==> config.mk <==
export PLATFORM = sky130hd
export DESIGN_NAME = emcy_framer
export DESIGN_NICKNAME = d
export VERILOG_FILES = /design/src/emcy_framer.v
export VERILOG_INCLUDE_DIRS = /design/src
export SDC_FILE = /design/constraint.sdc
export NUM_CORES = 1
export LEC_CHECK = 0
export BUFFER_PORTS_ARGS = -buffer_cell sky130_fd_sc_hd__buf_4
export CORE_MARGIN = 2
export CORE_UTILIZATION = 53
export CTS_BUF_LIST = sky130_fd_sc_hd__clkbuf_4
export DETAILED_ROUTE_END_ITERATION = 8
export PLACE_DENSITY = 0.88
export SLEW_MARGIN = 20
export SYNTH_ARGS = -nofsm -noshare
export SYNTH_HDL_FRONTEND = slang
export SYNTH_SLANG_ARGS = --single-unit
==> constraint.sdc <==
create_clock -name CLK_SYS -period 3.2 [get_ports CLK_SYS]
set_clock_uncertainty 0.15 [all_clocks]
set_input_delay 0.64 -clock CLK_SYS [delete_from_list [all_inputs] [get_ports CLK_SYS]]
set_output_delay 0.64 -clock CLK_SYS [all_outputs]
set_load 0.02 [all_outputs]
==> src/emcy_regs.vh <==
// Register offsets, field positions, reset values and frame codes of the emergency framer
`ifndef EMCY_REGS_VH
`define EMCY_REGS_VH

`define OFS_CTRL 8'h00
`define OFS_STATUS 8'h04
`define OFS_INT_STAT 8'h08
`define OFS_INT_MASK 8'h0c
`define OFS_FRAME_CNT 8'h10

`define CTRL_EN_BIT 0
`define CTRL_NODE_LSB 8
`define CTRL_NODE_MSB 14
`define CTRL_EN_RST 1'b1
`define NODE_ID_RST 7'h01

`define STAT_BUSY_BIT 8
`define STAT_PEND_LSB 16

`define INT_SENT_BIT 0
`define INT_DROP_BIT 1
`define INT_MASK_RST 2'h0
`define INT_STAT_RST 1'b0

`define EMCY_COB_BASE 11'h080
`define EMCY_DLC 4'h8

`define CODE_CAN 16'h8100
`define CODE_GUARD 16'h8130
`define CODE_RPDO 16'h8210
`define CODE_HW 16'h5000

`define SUB_ADC_TMO 8'h01
`define SUB_ADC_RST 8'h02
`define SUB_ADC_OFS 8'h03
`define SUB_ADC_GAIN 8'h04
`define SUB_ADC_INIT 8'h10
`define SUB_CRC 8'h30
`define SUB_NV_WR 8'h41
`define SUB_NV_RD 8'h42
`define CRC_PROG_MEM 8'h01

`define CAN_EVT_MASK 8'he4

`define ERRREG_GENERIC 0
`define ERRREG_COMM 4
`define ERRREG_MANUF 7

`define NUM_SRC 11
`endif

==> src/emcy_framer.v <==
// Emergency frame builder: fault capture, frame sequencing, APB registers and interrupt
// Operation
// One emergency frame per detected fault event; here a repeat while still pending, or a fault while disabled, gets no frame
// Identifier is 080h plus node identifier
// Bytes 0-1 code, 2 error register, 3-7 field
// CAN fault: 8100h, event, state, counters
// Life guarding: reinit controller, send 8130h
// Short process data: 8210h, minimum DLC
// Conversion timeout: 5000h, 01h, channel, zero
// Converter reset failure: 02h, zero, cause
// Offset calibration 03h, gain calibration 04h
// Converter init problem: 10h, status value
// Program memory CRC: 30h, then 1
// Parameter write error: 41h, block, size
// Parameter read error: 42h, block, cause
// Event byte flags 04h/20h/40h/80h only
// State byte flags passed as eight bits
// Error register: sticky class bits, bit6 zero
// Always eight data bytes, unused bytes zero
//
// Added by the designer: the APB interface to the registers and the placing of the registers.
`timescale 1ns/1ps
`include "emcy_regs.vh"

module emcy_framer (
	input wire CLK_SYS,
	input wire SRST,
	// APB register port
	input wire PSEL,
	input wire PENABLE,
	input wire PWRITE,
	input wire [7:0] PADDR,
	input wire [31:0] PWDATA,
	output reg [31:0] PRDATA,
	output wire PREADY,
	output wire PSLVERR,
	// Fault pulses, each with its data sampled in the same cycle
	input wire CAN_FAULT,
	input wire [7:0] CAN_EVT,
	input wire [7:0] CAN_STATE,
	input wire [7:0] CAN_ERR_CNT,
	input wire [7:0] CAN_BUSOFF_CNT,
	input wire GUARD_FAULT,
	output reg CAN_REINIT,
	input wire RPDO_SHORT,
	input wire [7:0] RPDO_MIN_DLC,
	input wire ADC_TIMEOUT,
	input wire [5:0] ADC_CHAN,
	input wire ADC_RESET_FAIL,
	input wire [3:0] ADC_RESET_CAUSE,
	input wire ADC_OFFSET_FAIL,
	input wire ADC_GAIN_FAIL,
	input wire ADC_INIT_FAIL,
	input wire [7:0] ADC_STATUS,
	input wire PROG_CRC_FAIL,
	input wire NV_WRITE_FAIL,
	input wire [7:0] NV_WR_BLOCK,
	input wire [7:0] NV_WR_SIZE,
	input wire NV_READ_FAIL,
	input wire [7:0] NV_RD_BLOCK,
	input wire [2:0] NV_RD_CAUSE,
	// Frame offered to the CAN transmitter
	output reg TX_VALID,
	input wire TX_READY,
	output reg [10:0] TX_ID,
	output reg [3:0] TX_DLC,
	output reg [63:0] TX_DATA,
	// Level interrupt
	output wire IRQ
);

	localparam [1:0] ST_IDLE = 2'b01;
	localparam [1:0] ST_SEND = 2'b10;

	wire [`NUM_SRC-1:0] ev;
	wire [`NUM_SRC-1:0] accept;
	wire [39:0] fld_in [0:`NUM_SRC-1];
	wire [39:0] fld_q [0:`NUM_SRC-1];
	reg [`NUM_SRC-1:0] pend_ff;
	reg [`NUM_SRC-1:0] nxt_pend;
	reg [`NUM_SRC-1:0] clr_mask;

	reg [1:0] state_ff;
	reg [1:0] nxt_state;
	reg [7:0] errreg_ff;
	reg [7:0] nxt_errreg;
	reg ctrl_en_ff;
	reg [6:0] node_ff;
	wire [1:0] int_stat_q;
	wire [1:0] int_set;
	reg [1:0] int_mask_ff;
	reg [15:0] frame_cnt_ff;
	reg [3:0] sel;
	reg sel_any;
	reg [15:0] sel_code;
	reg [7:0] sel_class;
	reg [39:0] sel_fld;
	reg [31:0] rd_mux;
	reg addr_ok;
	wire wr_acc;
	wire wr_ctrl;
	wire wr_int_stat;
	wire wr_int_mask;
	wire rd_setup;
	wire load;
	wire sent;
	wire drop;
	wire [10:0] frame_id;
	wire [63:0] frame_word;
	integer i;

	assign ev = {NV_READ_FAIL, NV_WRITE_FAIL, PROG_CRC_FAIL, ADC_INIT_FAIL, ADC_GAIN_FAIL,
		ADC_OFFSET_FAIL, ADC_RESET_FAIL, ADC_TIMEOUT, RPDO_SHORT, GUARD_FAULT, CAN_FAULT};
	// A fault counts only while framing is enabled
	assign accept = ev & {`NUM_SRC{ctrl_en_ff}};

	// Fault-specific bytes 3..7, byte 3 in the low bits; undefined bytes are zero
	assign fld_in[0] = {8'h00, CAN_BUSOFF_CNT, CAN_ERR_CNT, CAN_STATE,
		CAN_EVT & `CAN_EVT_MASK};
	assign fld_in[1] = 40'h00_0000_0000;
	assign fld_in[2] = {32'h0000_0000, RPDO_MIN_DLC};
	assign fld_in[3] = {24'h00_0000, 2'b00, ADC_CHAN, `SUB_ADC_TMO};
	assign fld_in[4] = {16'h0000, 4'h0, ADC_RESET_CAUSE, 8'h00, `SUB_ADC_RST};
	assign fld_in[5] = {32'h0000_0000, `SUB_ADC_OFS};
	assign fld_in[6] = {32'h0000_0000, `SUB_ADC_GAIN};
	assign fld_in[7] = {24'h00_0000, ADC_STATUS, `SUB_ADC_INIT};
	assign fld_in[8] = {24'h00_0000, `CRC_PROG_MEM, `SUB_CRC};
	assign fld_in[9] = {16'h0000, NV_WR_SIZE, NV_WR_BLOCK, `SUB_NV_WR};
	assign fld_in[10] = {16'h0000, 5'h00, NV_RD_CAUSE, NV_RD_BLOCK, `SUB_NV_RD};

	// Each source keeps its own snapshot so a later fault elsewhere cannot corrupt it.
	// A repeat of the same fault while still pending overwrites the snapshot.
	genvar g;
	generate
		for (g = 0; g < `NUM_SRC; g = g + 1) begin : snap
			emcy_snap #(
				.W(40)
			) u_snap (
				.clk(CLK_SYS),
				.srst(SRST),
				.capture(accept[g]),
				.d(fld_in[g]),
				.snap_ff(fld_q[g])
			);
		end
	endgenerate

	// Lowest index wins: communication faults go out before converter faults
	always @* begin
		sel = 4'h0;
		sel_any = 1'b0;
		for (i = `NUM_SRC - 1; i >= 0; i = i - 1) begin
			if (pend_ff[i]) begin
				sel = i[3:0];
				sel_any = 1'b1;
			end
		end
	end

	always @* begin
		sel_fld = fld_q[sel];
		sel_class = 8'h00;
		sel_class[`ERRREG_GENERIC] = 1'b1;
		case (sel)
			4'd0: begin
				sel_code = `CODE_CAN;
				sel_class[`ERRREG_COMM] = 1'b1;
			end
			4'd1: begin
				sel_code = `CODE_GUARD;
				sel_class[`ERRREG_COMM] = 1'b1;
			end
			4'd2: begin
				sel_code = `CODE_RPDO;
				sel_class[`ERRREG_COMM] = 1'b1;
			end
			default: begin
				sel_code = `CODE_HW;
				sel_class[`ERRREG_MANUF] = 1'b1;
			end
		endcase
	end

	assign load = (state_ff == ST_IDLE) && sel_any;
	assign sent = (state_ff == ST_SEND) && TX_READY;

	// Source handed to the frame buffer this cycle; its pending bit is free again
	always @* begin
		clr_mask = {`NUM_SRC{1'b0}};
		if (load) begin
			clr_mask[sel] = 1'b1;
		end
	end

	// Faults while disabled, or a repeat before the first one was loaded into the frame buffer, lose a frame.
	// A repeat in the very cycle its predecessor is loaded is not a loss.
	assign drop = |(ev & ((pend_ff & ~clr_mask) | {`NUM_SRC{~ctrl_en_ff}}));

	// Set after clear: a fault in the loading cycle still earns its own frame
	always @* begin
		nxt_pend = (pend_ff & ~clr_mask) | accept;
	end

	// One frame buffer: the next frame waits until the transmitter has taken this one
	always @* begin
		nxt_state = state_ff;
		case (state_ff)
			ST_IDLE: begin
				if (sel_any) begin
					nxt_state = ST_SEND;
				end
			end
			ST_SEND: begin
				if (TX_READY) begin
					nxt_state = ST_IDLE;
				end
			end
			default: begin
				nxt_state = ST_IDLE;
			end
		endcase
	end

	// Class bits accumulate until reset; bit 6 is never set
	always @* begin
		nxt_errreg = errreg_ff;
		if (load) begin
			nxt_errreg = errreg_ff | sel_class;
		end
	end

	// Identifier and payload as they go on the bus; byte 0 is the low code byte
	assign frame_id = `EMCY_COB_BASE + {4'h0, node_ff};
	assign frame_word = {sel_fld, nxt_errreg, sel_code[15:8], sel_code[7:0]};

	always @(posedge CLK_SYS) begin
		if (SRST) begin
			state_ff <= ST_IDLE;
			pend_ff <= {`NUM_SRC{1'b0}};
			errreg_ff <= 8'h00;
			TX_VALID <= 1'b0;
			TX_ID <= 11'h000;
			TX_DLC <= 4'h0;
			TX_DATA <= 64'h0000_0000_0000_0000;
			CAN_REINIT <= 1'b0;
			frame_cnt_ff <= 16'h0000;
		end else begin
			state_ff <= nxt_state;
			pend_ff <= nxt_pend;
			errreg_ff <= nxt_errreg;
			// One pulse per accepted guard fault; the controller restart itself lies outside
			CAN_REINIT <= accept[1];
			if (load) begin
				TX_VALID <= 1'b1;
				TX_ID <= frame_id;
				TX_DLC <= `EMCY_DLC;
				TX_DATA <= frame_word;
			end else if (sent) begin
				TX_VALID <= 1'b0;
				frame_cnt_ff <= frame_cnt_ff + 16'h0001;
			end
		end
	end

	// APB slave: no wait states, read data registered in the setup cycle
	assign wr_acc = PSEL && PENABLE && PWRITE;
	assign rd_setup = PSEL && !PENABLE && !PWRITE;
	assign wr_ctrl = wr_acc && (PADDR == `OFS_CTRL);
	assign wr_int_stat = wr_acc && (PADDR == `OFS_INT_STAT);
	assign wr_int_mask = wr_acc && (PADDR == `OFS_INT_MASK);
	assign PREADY = 1'b1;
	assign PSLVERR = PSEL && PENABLE && !addr_ok;

	always @* begin
		addr_ok = 1'b1;
		rd_mux = 32'h0000_0000;
		case (PADDR)
			`OFS_CTRL: begin
				rd_mux[`CTRL_EN_BIT] = ctrl_en_ff;
				rd_mux[`CTRL_NODE_MSB:`CTRL_NODE_LSB] = node_ff;
			end
			`OFS_STATUS: begin
				rd_mux[7:0] = errreg_ff;
				rd_mux[`STAT_BUSY_BIT] = TX_VALID;
				rd_mux[`STAT_PEND_LSB+`NUM_SRC-1:`STAT_PEND_LSB] = pend_ff;
			end
			`OFS_INT_STAT: begin
				rd_mux[1:0] = int_stat_q;
			end
			`OFS_INT_MASK: begin
				rd_mux[1:0] = int_mask_ff;
			end
			`OFS_FRAME_CNT: begin
				rd_mux[15:0] = frame_cnt_ff;
			end
			default: begin
				addr_ok = 1'b0;
			end
		endcase
	end

	assign int_set[`INT_SENT_BIT] = sent;
	assign int_set[`INT_DROP_BIT] = drop;

	// Hardware set wins over a same-cycle write-one-to-clear inside each cell
	generate
		for (g = 0; g < 2; g = g + 1) begin : istat
			emcy_w1c_bit #(
				.RST(`INT_STAT_RST)
			) u_bit (
				.clk(CLK_SYS),
				.srst(SRST),
				.set(int_set[g]),
				.clr(wr_int_stat && PWDATA[g]),
				.bit_ff(int_stat_q[g])
			);
		end
	endgenerate

	always @(posedge CLK_SYS) begin
		if (SRST) begin
			ctrl_en_ff <= `CTRL_EN_RST;
			node_ff <= `NODE_ID_RST;
			int_mask_ff <= `INT_MASK_RST;
			PRDATA <= 32'h0000_0000;
		end else begin
			if (rd_setup) begin
				PRDATA <= rd_mux;
			end
			if (wr_ctrl) begin
				ctrl_en_ff <= PWDATA[`CTRL_EN_BIT];
				node_ff <= PWDATA[`CTRL_NODE_MSB:`CTRL_NODE_LSB];
			end
			if (wr_int_mask) begin
				int_mask_ff <= PWDATA[1:0];
			end
		end
	end

	assign IRQ = |(int_stat_q & int_mask_ff);

endmodule

// One fault source's field snapshot, loaded on the capture strobe
module emcy_snap #(
	parameter W = 40
) (
	input wire clk,
	input wire srst,
	input wire capture,
	input wire [W-1:0] d,
	output reg [W-1:0] snap_ff
);
	always @(posedge clk) begin
		if (srst) begin
			snap_ff <= {W{1'b0}};
		end else if (capture) begin
			snap_ff <= d;
		end
	end
endmodule

// Sticky event bit, cleared by writing one; a same-cycle set wins
module emcy_w1c_bit #(
	parameter [0:0] RST = 1'b0
) (
	input wire clk,
	input wire srst,
	input wire set,
	input wire clr,
	output reg bit_ff
);
	always @(posedge clk) begin
		if (srst) begin
			bit_ff <= RST;
		end else if (set) begin
			bit_ff <= 1'b1;
		end else if (clr) begin
			bit_ff <= 1'b0;
		end
	end
endmodule

==> impl_metrics.json, run 1 <==
{
  "outcome": "complete, no violations",
  "p_int_uw": 4390,
  "dr.pass1.iters": 6,
  "final_common_cell": "nand2_1",
  "cpPeakStageDelay_ns": 0.79,
  "cp.required_ns": 3.58,
  "cts_tree": "done",
  "grt_max_degree": 100,
  "grt_pass1_wl_um": 38800,
  "path_class": "flop to flop",
  "final_cells": 1532,
  "drcViolationCount": 0,
  "clockRootBuffer": "clkbuf_4",
  "drtAntennaViolNets": 0,
  "tns_ns": 0,
  "pwr-share-seq": 0.467,
  "synthDistinctLibCells": 57,
  "final_util": 0.680,
  "cts_buffers": 52,
  "wl_per_cell_um": 15.8,
  "path_cells": "inv_1 > a221o_1 > a31oi_1 > nor2_2 > a221oi_1 > a211oi_1",
  "powerDensity_mw_per_mm2": 565,
  "nets": 1418,
  "ios": 258,
  "grt_antenna_before_repair": 0,
  "critPathCaptureType": "flop",
  "numPlacedInstances": 1437,
  "via_per_inst": 5.57,
  "timing.final.max_slew_violations": 0,
  "gr-usage-all-layers": 0.270,
  "synth_edf_count": 0,
  "postSynthRegisterBits": 211,
  "critical_path.startpoint_type": "flop",
  "cts_resized": 0,
  "clkSlewWorstSetupHoldPaths_ns": 0.06,
  "critPathTopFamily": "compound AO/OA/AOI/OAI gates",
  "worstMarginPinSlew_ns": 0.986,
  "row_count": 46,
  "hold_viol": 0,
  "yosys_warnings": 0,
  "crit_buf_inv": 1,
  "min_path_type": "primary input to flop",
  "io_buffers": 196,
  "netSwitchingFraction": 0.286,
  "routed_wl_um": 24300,
  "vias": 8529,
  "rsz0062_at_grt": "no",
  "fmax_ghz": 0.346,
  "cp.arrival_ns": 3.27,
  "clk_latency_ns": 0.67,
  "syn_to_final_growth_pct": 24.9,
  "crit_fanout": 9,
  "grt_pass1_vias": 7981,
  "yosysSeqAreaShare": 0.485,
  "cap_violations": 0,
  "hpwl_um": 17000,
  "ys.flop_type": "dfxtp_1",
  "syn_avg_cell_area_um2": 8.05,
  "p_sw_uw": 1760,
  "die_w_um": 132,
  "relSlewSlack": 0.340,
  "cts-htree-levels": 2,
  "comb_power_share": 0.151,
  "cts_hold_buf": 0,
  "synthCells": 1082,
  "mostFrequentLayoutCells": "nand2_1 (227), buf_4 (215), dfxtp_1 (211)",
  "start_util": 0.544,
  "leakagePower_uw": 0.00458,
  "post_cts_buffers": 0,
  "synth_async_sr_flop_share": 0,
  "finalSetupViolations": 0,
  "dieArea_mm2": 0.0175,
  "antenna_cells": 0,
  "fin_crit_ns": 2.89,
  "clockBufferDepth": 3,
  "drive_gt1_frac": 0.242,
  "synthesis.area_mm2": 0.00871,
  "ir_drop_mv": 0.339,
  "overflow": 0,
  "post-route-period-util": 0.903,
  "core_mm2": 0.0160,
  "crit_path_top_delay_cell": "a31oi_1",
  "drt_iter0_drc": 784,
  "power.share.clock": 0.382,
  "place.gp.congestion": 0.938,
  "cts_sinks": 211,
  "die_h_um": 132
}
per-layer routing:
layer	up-vias	GRT usage	share of wire
li1	4076	-	-
met1	3932	0.336	0.39
met2	438	0.440	0.47
met3	83	0.0661	0.095
met4	0	0.130	0.040
met5	-	0	0
cell type report:
| cell class | instances | area, um^2 |
|---|---|---|
| Clock inverter | 18 | 129 |
| Clock buffer | 77 | 578 |
| Timing Repair Buffer | 217 | 1650 |
| Tap cell | 216 | 270 |
| Sequential cell | 211 | 4220 |
| Inverter | 9 | 33.8 |
| Fill cell | 1324 | 5120 |
| Multi-Input combinational cell | 784 | 4000 |
worst min-delay path: cells and delay by family:
family | cells | cell delay [ns]
buffers and inverters | 1 | 0.11
AO/OA/AOI/OAI | 1 | 0.05
AND/OR/NAND/NOR | 1 | 0.04
power by group through the flow:
| stage | registers, uW | clock network (uW) | logic (uW) |
|---|---|---|---|
| final | 2870 | 2350 | 928 |
| after global routing | 2890 | 2540 | 1000 |
| after CTS | 2870 | 2390 | 916 |
| after detailed placement | 2930 | 0 | 913 |
| after global placement | 2920 | 0 | 897 |
| after floorplan | 2960 | 0 | 536 |
state kept, by name (all words and copies together), names as in the netlist:
signal and count:
CAN_REINIT 1, PRDATA 27, TX_DATA 41, TX_DLC 1, TX_ID 7, TX_VALID 1, ctrl_en_ff 1, errreg_ff 3
frame_cnt_ff 16, int_mask_ff 2, istat.u_bit.bit_ff 2, node_ff 7, pend_ff 11, snap.u_snap.snap_ff 89, state_ff 2
synthesized netlist by cell type, drive strengths merged (2+ instances only):
library cell,n,area [um^2]
nor3,15,86.3
inv,9,33.8
nor2,120,455
or4,4,33.8
nand2b,6,37.5
nand3,41,205
mux2i,9,90.1
or4b,2,20.0
nand3b,2,15.0
nor4,6,37.5
conb,2,7.51
a21oi,142,711
a22oi,39,293
o21ai,18,90.1
and2,8,50.1
xnor2,5,43.8
dfxtp,211,4220
clkbuf,62,233
nor2b,5,31.3
o31ai,3,22.5
a221oi,12,105
mux2,6,67.6
and3,9,56.3
nor3b,4,41.3
a211o,2,17.5
or3,4,25.0
xor2,8,70.1
buf,48,347
a32oi,4,35.0
nand4,6,37.5
a22o,2,17.5
a31oi,10,62.6
nand2,227,852
a311oi,4,35.0
a211oi,13,97.6
stage by stage:
stage	hold WS, ns	power (uW)	cell area, um^2	setup slack [ns]
finish	0.0661	6150	10900	0.311
global route	0.0211	6430	10900	0.266
CTS	0.0231	6170	10900	0.354
detailed placement	0.296	3840	10200	0.379
global placement	0.291	3820	10200	0.421
floorplan	0.286	3500	8830	0.738
logic make-up after synthesis:
| family | count (synthesis) | synth area share |
|---|---|---|
| AO/OA/AOI/OAI | 259 | 0.180 |
| flip-flops | 211 | 0.485 |
| multiplexers | 15 | 0.0181 |
| other | 2 | 0.000862 |
| AND/OR/NAND/NOR | 462 | 0.231 |
| buffers and inverters | 119 | 0.0704 |
| adder cells (fa/ha/maj) | 1 | 0.00144 |
| XOR/XNOR | 13 | 0.0131 |
final timing paths:
check,slack (ns),depth (start not counted),from,to
worst max-delay path,0.31,6,pend_ff[5],TX_DATA[33]
worst min-delay path,0.07,3,ADC_STATUS[4],snap[7].u_snap.snap_ff[12]
worst max register to register,0.31,6,pend_ff[5],TX_DATA[33]
worst min register to register,0.30,2,TX_DATA[27],TX_DATA[27]
Power figures use the tool's default switching activity.
==> run 2, diff against run 1 <==
--- a/config.mk
+++ b/config.mk
@@ -12,6 +12,7 @@
 export CTS_BUF_LIST = sky130_fd_sc_hd__clkbuf_4
 export DETAILED_ROUTE_END_ITERATION = 8
 export PLACE_DENSITY = 0.88
+export REMOVE_ABC_BUFFERS = 1
 export SLEW_MARGIN = 20
 export SYNTH_ARGS = -nofsm -noshare
 export SYNTH_HDL_FRONTEND = slang
==> run 2 against run 1 <==
Cell count shrank 0.39%. Critical path depth did not move. Via count about the same. Total power shrank 4.5%. Die area is the same. Combinational power up 2%. Sequential power hardly changed. Register-to-register slack improved by 0.11 ns. Sequential share of layout area increased by 0.27 points.
==> impl_metrics.json, run 2 (synthesis gave the netlist of run 1 again) <==
{
  "antenna_cells": 0,
  "clockBufferDepth": 3,
  "overflow": 0,
  "reg_top3": "snap.u_snap.snap_ff: 89 flops, TX_DATA: 41 flops, PRDATA: 27 flops",
  "relSlewSlack": 0.345,
  "largest-register": "snap.u_snap.snap_ff",
  "min_from": "NV_WR_SIZE[0]",
  "ios": 258,
  "drive_gt1_frac": 0.237,
  "ir_drop_mv": 0.349,
  "io_buffers": 196,
  "start_util": 0.544,
  "fin_crit_ns": 2.78,
  "seq_area_mm2": 0.00422,
  "cts_tree": "done",
  "timing.final.max_slew_violations": 0,
  "via_per_inst": 5.59,
  "drcViolationCount": 0,
  "place.gp.congestion": 0.909,
  "grt_antenna_before_repair": 0,
  "cts_buffers": 53,
  "cap_violations": 0,
  "crit_fanout": 13,
  "post_cts_buffers": 0,
  "grt_pass1_vias": 7885,
  "fin_ws_ns": 0.425,
  "clk_latency_ns": 0.67,
  "die_w_um": 132,
  "nets": 1422,
  "final_common_cell": "nand2_1",
  "cp.arrival_ns": 3.22,
  "drtAntennaViolNets": 0,
  "tns_ns": 0,
  "mostFrequentLayoutCells": "nand2_1 (227), buf_4 (217), dfxtp_1 (211)",
  "vias": 8533,
  "rsz0062_at_grt": "no",
  "grt_pass1_wl_um": 38900,
  "fmax_ghz": 0.360,
  "clockRootBuffer": "clkbuf_4",
  "multiInputGateArea_mm2": 0.00400,
  "dr.pass1.iters": 6,
  "cp.required_ns": 3.64,
  "post-route-period-util": 0.867,
  "finalSetupViolations": 0,
  "worstMarginPinSlew_ns": 0.980,
  "hold_viol": 0,
  "r2r-start": "pend_ff[10]",
  "wl_per_cell_um": 16.3,
  "syn_to_final_growth_pct": 24.1,
  "cp-startpoint": "pend_ff[10]",
  "core_mm2": 0.0160,
  "largest_register_ffs": 89,
  "critical_path.startpoint_type": "flop",
  "row_count": 46,
  "pre_cts_slack_ns": 0.498,
  "gr-usage-all-layers": 0.273,
  "powerDensity_mw_per_mm2": 544,
  "drt_iter0_drc": 725,
  "routed_wl_um": 24800,
  "cts_sinks": 211,
  "outcome": "complete, no violations",
  "dieArea_mm2": 0.0175,
  "min_path_type": "primary input to flop",
  "critPathCaptureType": "flop",
  "grt_max_degree": 78,
  "path_class": "flop to flop",
  "nFillCells": 1329,
  "cts-htree-levels": 2,
  "leakagePower_uw": 0.00453,
  "die_h_um": 132,
  "cts_resized": 0,
  "r2r_setup_slack_ns": 0.42,
  "hpwl_um": 17100,
  "cts_hold_buf": 0,
  "clkSlewWorstSetupHoldPaths_ns": 0.07
}
run 2: changes by cell type in the layout (fill, tap and decap cells not counted), sizes merged:
cell | previous run | this run
clkinv | 14 | 11
clkbuf | 77 | 72
inv | 10 | 11
bufinv | 2 | 0
buf | 217 | 220
run 2: worst max-delay path, cell delays in order (launching register included):
cell and delay (ns):
dfxtp_1 0.47, or4b_2 0.62, a22oi_1 0.34, and2_1 0.57, a221oi_1 0.20, and3_1 0.22
a31oi_1 0.12
run 2: where the power goes:
part	internal [uW]	switching, uW	total, uW	leakage (uW)
clock	1030	1040	2070	0.000357
sequential	2770	98.2	2870	0.00173
combinational	363	579	942	0.00245
run 2: worst paths after layout:
kind                                                   end  cells after the start
worst max register to register                 TX_DATA[32]                      6
worst min-delay path            snap[9].u_snap.snap_ff[16]                      3
worst max-delay path                           TX_DATA[32]                      6
worst min register to register  snap[9].u_snap.snap_ff[21]                      2
run 2: area by class of cell:
class / count / share of cell area
flip-flops and latches: 211 / 0.391
multi-input cells: 784 / 0.370
repair buffers: 220 / 0.156
clock buffers: 72 / 0.0500
well taps: 216 / 0.0250
clock inverters: 14 / 0.00521
inverters: 9 / 0.00313
run 2: through the flow:
step / area [um^2] / util / std cells / hold slack [ns] / power (uW)
after detailed placement: 10200 / 0.638 / 1440 / 0.297 / 3850
after floorplan: 8250 / - / 1004 / 0.280 / 3390
after global routing: 10800 / 0.675 / 1526 / 0.0341 / 6140
after global placement: 10200 / 0.638 / 1440 / 0.291 / 3830
after CTS: 10800 / 0.675 / 1526 / 0.0343 / 5890
final: 10800 / 0.675 / 1526 / 0.0676 / 5880
run 2: per-layer routing:
metal | global-route usage | vias to the layer above | part of all wire
met5 | 0 | - | 0
li1 | - | 4074 | -
met4 | 0.145 | 0 | 0.043
met3 | 0.0700 | 86 | 0.092
met1 | 0.339 | 3953 | 0.40
met2 | 0.437 | 420 | 0.47
==> run 3, diff against run 2 <==
--- a/config.mk
+++ b/config.mk
@@ -6,12 +6,13 @@
 export SDC_FILE = /design/constraint.sdc
 export NUM_CORES = 1
 export LEC_CHECK = 0
+export ABC_AREA = 1
 export BUFFER_PORTS_ARGS = -buffer_cell sky130_fd_sc_hd__buf_4
 export CORE_MARGIN = 2
-export CORE_UTILIZATION = 53
+export CORE_UTILIZATION = 54
 export CTS_BUF_LIST = sky130_fd_sc_hd__clkbuf_4
 export DETAILED_ROUTE_END_ITERATION = 8
-export PLACE_DENSITY = 0.88
+export PLACE_DENSITY = 0.89
 export REMOVE_ABC_BUFFERS = 1
 export SLEW_MARGIN = 20
 export SYNTH_ARGS = -nofsm -noshare
==> run 3 against run 2 <==
First-iteration DRC count shrank 18%. Sequential share of layout area shrank 1.1 points. Sequential power grew 2%. Non-clock buffer count shrank 13. Sequential cell count is the same. Wire length shrank 0.71%.
==> impl_metrics.json, run 3 <==
{
  "cp-startpoint": "PADDR[6]",
  "routed_wl_um": 24700,
  "largest_register_ffs": 89,
  "min_path_cells": 3,
  "synthTopCellsByCount": "nor2_1 (212), dfxtp_1 (211), nand2_1 (207), o21ai_0 (136), inv_1 (95)",
  "clockRootBuffer": "clkbuf_4",
  "grt_pass1_vias": 8228,
  "yosysSeqAreaShare": 0.469,
  "power_uw": 6230,
  "clockBufferDepth": 3,
  "yosys.area_share.simple": 0.250,
  "ys.flop_type": "dfxtp_1",
  "place.gp.congestion": 0.926,
  "postSynthRegisterBits": 211,
  "timing.rr.end": "TX_DATA[30]",
  "die_h_um": 133,
  "synth_xor_area_frac": 0,
  "hpwl_um": 16900,
  "hold_viol": 0,
  "cts_buffers": 52,
  "critPathCaptureType": "output pin",
  "drive_gt1_frac": 0.240,
  "crit_path_top_delay_cell": "nor3_2",
  "synth.most_common_cell": "nor2_1",
  "finalSetupViolations": 0,
  "syn_avg_cell_area_um2": 7.47,
  "p_int_uw": 4390,
  "rsz0062_at_grt": "no",
  "post-route-period-util": 0.782,
  "die_w_um": 133,
  "gr-usage-all-layers": 0.272,
  "outcome": "complete, no violations",
  "drtAntennaViolNets": 0,
  "cts_hold_buf": 0,
  "synthDistinctLibCells": 56,
  "nFillCells": 1391,
  "syn_to_final_growth_pct": 23.5,
  "grt_antenna_before_repair": 0,
  "final_common_cell": "nor2_1",
  "cts_resized": 0,
  "ir_drop_mv": 0.488,
  "vias": 8650,
  "holdPathEnd": "snap[4].u_snap.snap_ff[17]",
  "drcViolationCount": 0,
  "cts-htree-levels": 2,
  "synthAdderAreaFrac": 0.00139,
  "ios": 258,
  "yosys_warnings": 0,
  "grt_pass1_wl_um": 39300,
  "nets": 1551,
  "synthMuxAreaShare": 0,
  "clk_latency_ns": 0.65,
  "synthCells": 1207,
  "cp.arrival_ns": 1.71,
  "cts_tree": "done",
  "synth_compound_area_frac": 0.174,
  "clkSlewWorstSetupHoldPaths_ns": 0.08,
  "fin_crit_ns": 2.50,
  "synth.area.top_cells": "dfxtp_1 (47%), nor2_1 (8.8%), nand2_1 (8.6%)",
  "cts_sinks": 211,
  "post_cts_buffers": 0,
  "row_count": 47,
  "via_per_inst": 5.20,
  "synth_top_family_by_area": "simple AND/OR/NAND/NOR gates",
  "start_util": 0.547,
  "crit_fanout": 9,
  "fmax_ghz": 0.400,
  "io_buffers": 196,
  "antenna_cells": 0,
  "path_class": "primary input to output pin",
  "grt_max_degree": 84,
  "core_mm2": 0.0165,
  "holdWs_ns": 0.0755,
  "cap_violations": 0,
  "leakagePower_uw": 0.00518,
  "overflow": 0,
  "synth_async_sr_flop_share": 0,
  "yosysTopAreaCellShare": 0.469,
  "reg_top3": "snap.u_snap.snap_ff: 89 flops, TX_DATA: 41 flops, PRDATA: 27 flops",
  "synthesis.area_mm2": 0.00901,
  "cpPeakStageDelay_ns": 0.22,
  "min_from": "ADC_RESET_CAUSE[1]",
  "tns_ns": 0,
  "comb_power_share": 0.172,
  "critical_path.startpoint_type": "primary input",
  "synth_edf_count": 0,
  "pwr-share-seq": 0.468,
  "netSwitchingFraction": 0.296,
  "largest-register": "snap.u_snap.snap_ff",
  "worstMarginPinSlew_ns": 0.879,
  "r2r-start": "pend_ff[0]",
  "p_sw_uw": 1840,
  "power.share.clock": 0.361,
  "drt_iter0_drc": 598,
  "mostFrequentLayoutCells": "nor2_1 (212), dfxtp_1 (211), nand2_1 (207)",
  "dr.pass1.iters": 4,
  "r2r_cells": 14,
  "r2r_setup_slack_ns": 0.83,
  "relSlewSlack": 0.414,
  "yosysTopAreaCell": "dfxtp_1",
  "path_cells": "buf_4 > inv_1 > nand2_1 > nor3_2 > inv_1 > nor2_1 > inv_2 > nand2_1 > nor4_1 > buf_4",
  "cp.required_ns": 2.41,
  "dieArea_mm2": 0.0177,
  "timing.final.max_slew_violations": 0,
  "min_path_type": "primary input to flop",
  "powerDensity_mw_per_mm2": 560,
  "wl_per_cell_um": 14.8
}
-- run 3: power by group through the flow --
stage	clock network, uW	logic [uW]	registers, uW
after floorplan	0	513	3050
after global placement	0	1040	2960
after global routing	2410	1170	2930
after detailed placement	0	1060	2970
after CTS	2270	1070	2910
final	2250	1070	2920
-- run 3: critical path: cells and delay by family --
kind                   cells  cell delay, ns
and+or+nand+nor            5            0.56
buffers and inverters      5            0.51
-- run 3: layout make-up --
class,count,area [um^2],area share
sequential,211,4220,0.380
multi-input combinational,826,3970,0.356
timing repair buffer,207,1580,0.142
clock buffer,78,586,0.0526
inverter,110,423,0.0380
tap,220,275,0.0247
clock inverter,13,76.3,0.00686
-- run 3: layer usage --
| layer | vias to the layer above | track usage | wire length [um] |
|---|---|---|---|
| met3 | 49 | 0.0772 | 2390 |
| met1 | 3938 | 0.329 | 9950 |
| met2 | 381 | 0.461 | 11800 |
| li1 | 4282 | - | - |
| met5 | - | 0 | 0 |
| met4 | 0 | 0.107 | 573 |
-- run 3: per-stage QoR --
step           cells  area, um^2  utilization  setup slack (ns)
2_1_floorplan   1147        8610            -            -0.427
5_1_grt         1665       11100        0.676             0.577
6_report        1665       11100        0.676             0.698
3_3_place_gp    1574       10500        0.636             0.717
4_1_cts         1665       11100        0.676             0.699
3_5_place_dp    1574       10500        0.636             0.673
-- run 3: how the worst max path moves through the flow --
stage          depth (start not counted)                to
2_1_floorplan                          4         PRDATA[8]
3_3_place_gp                          10           PSLVERR
3_5_place_dp                          10  frame_cnt_ff[14]
4_1_cts                               10           PSLVERR
5_1_grt                                8           PSLVERR
6_report                              10           PSLVERR
-- run 3: cells by family (layout without fill, tap and decap cells) --
logic type / count (synthesis) / count (layout)
fa+ha+maj: 1 / 1
compound gates: 282 / 282
buf+inv: 202 / 408
other cells: 2 / 34
simple gates: 509 / 509
flops: 211 / 211
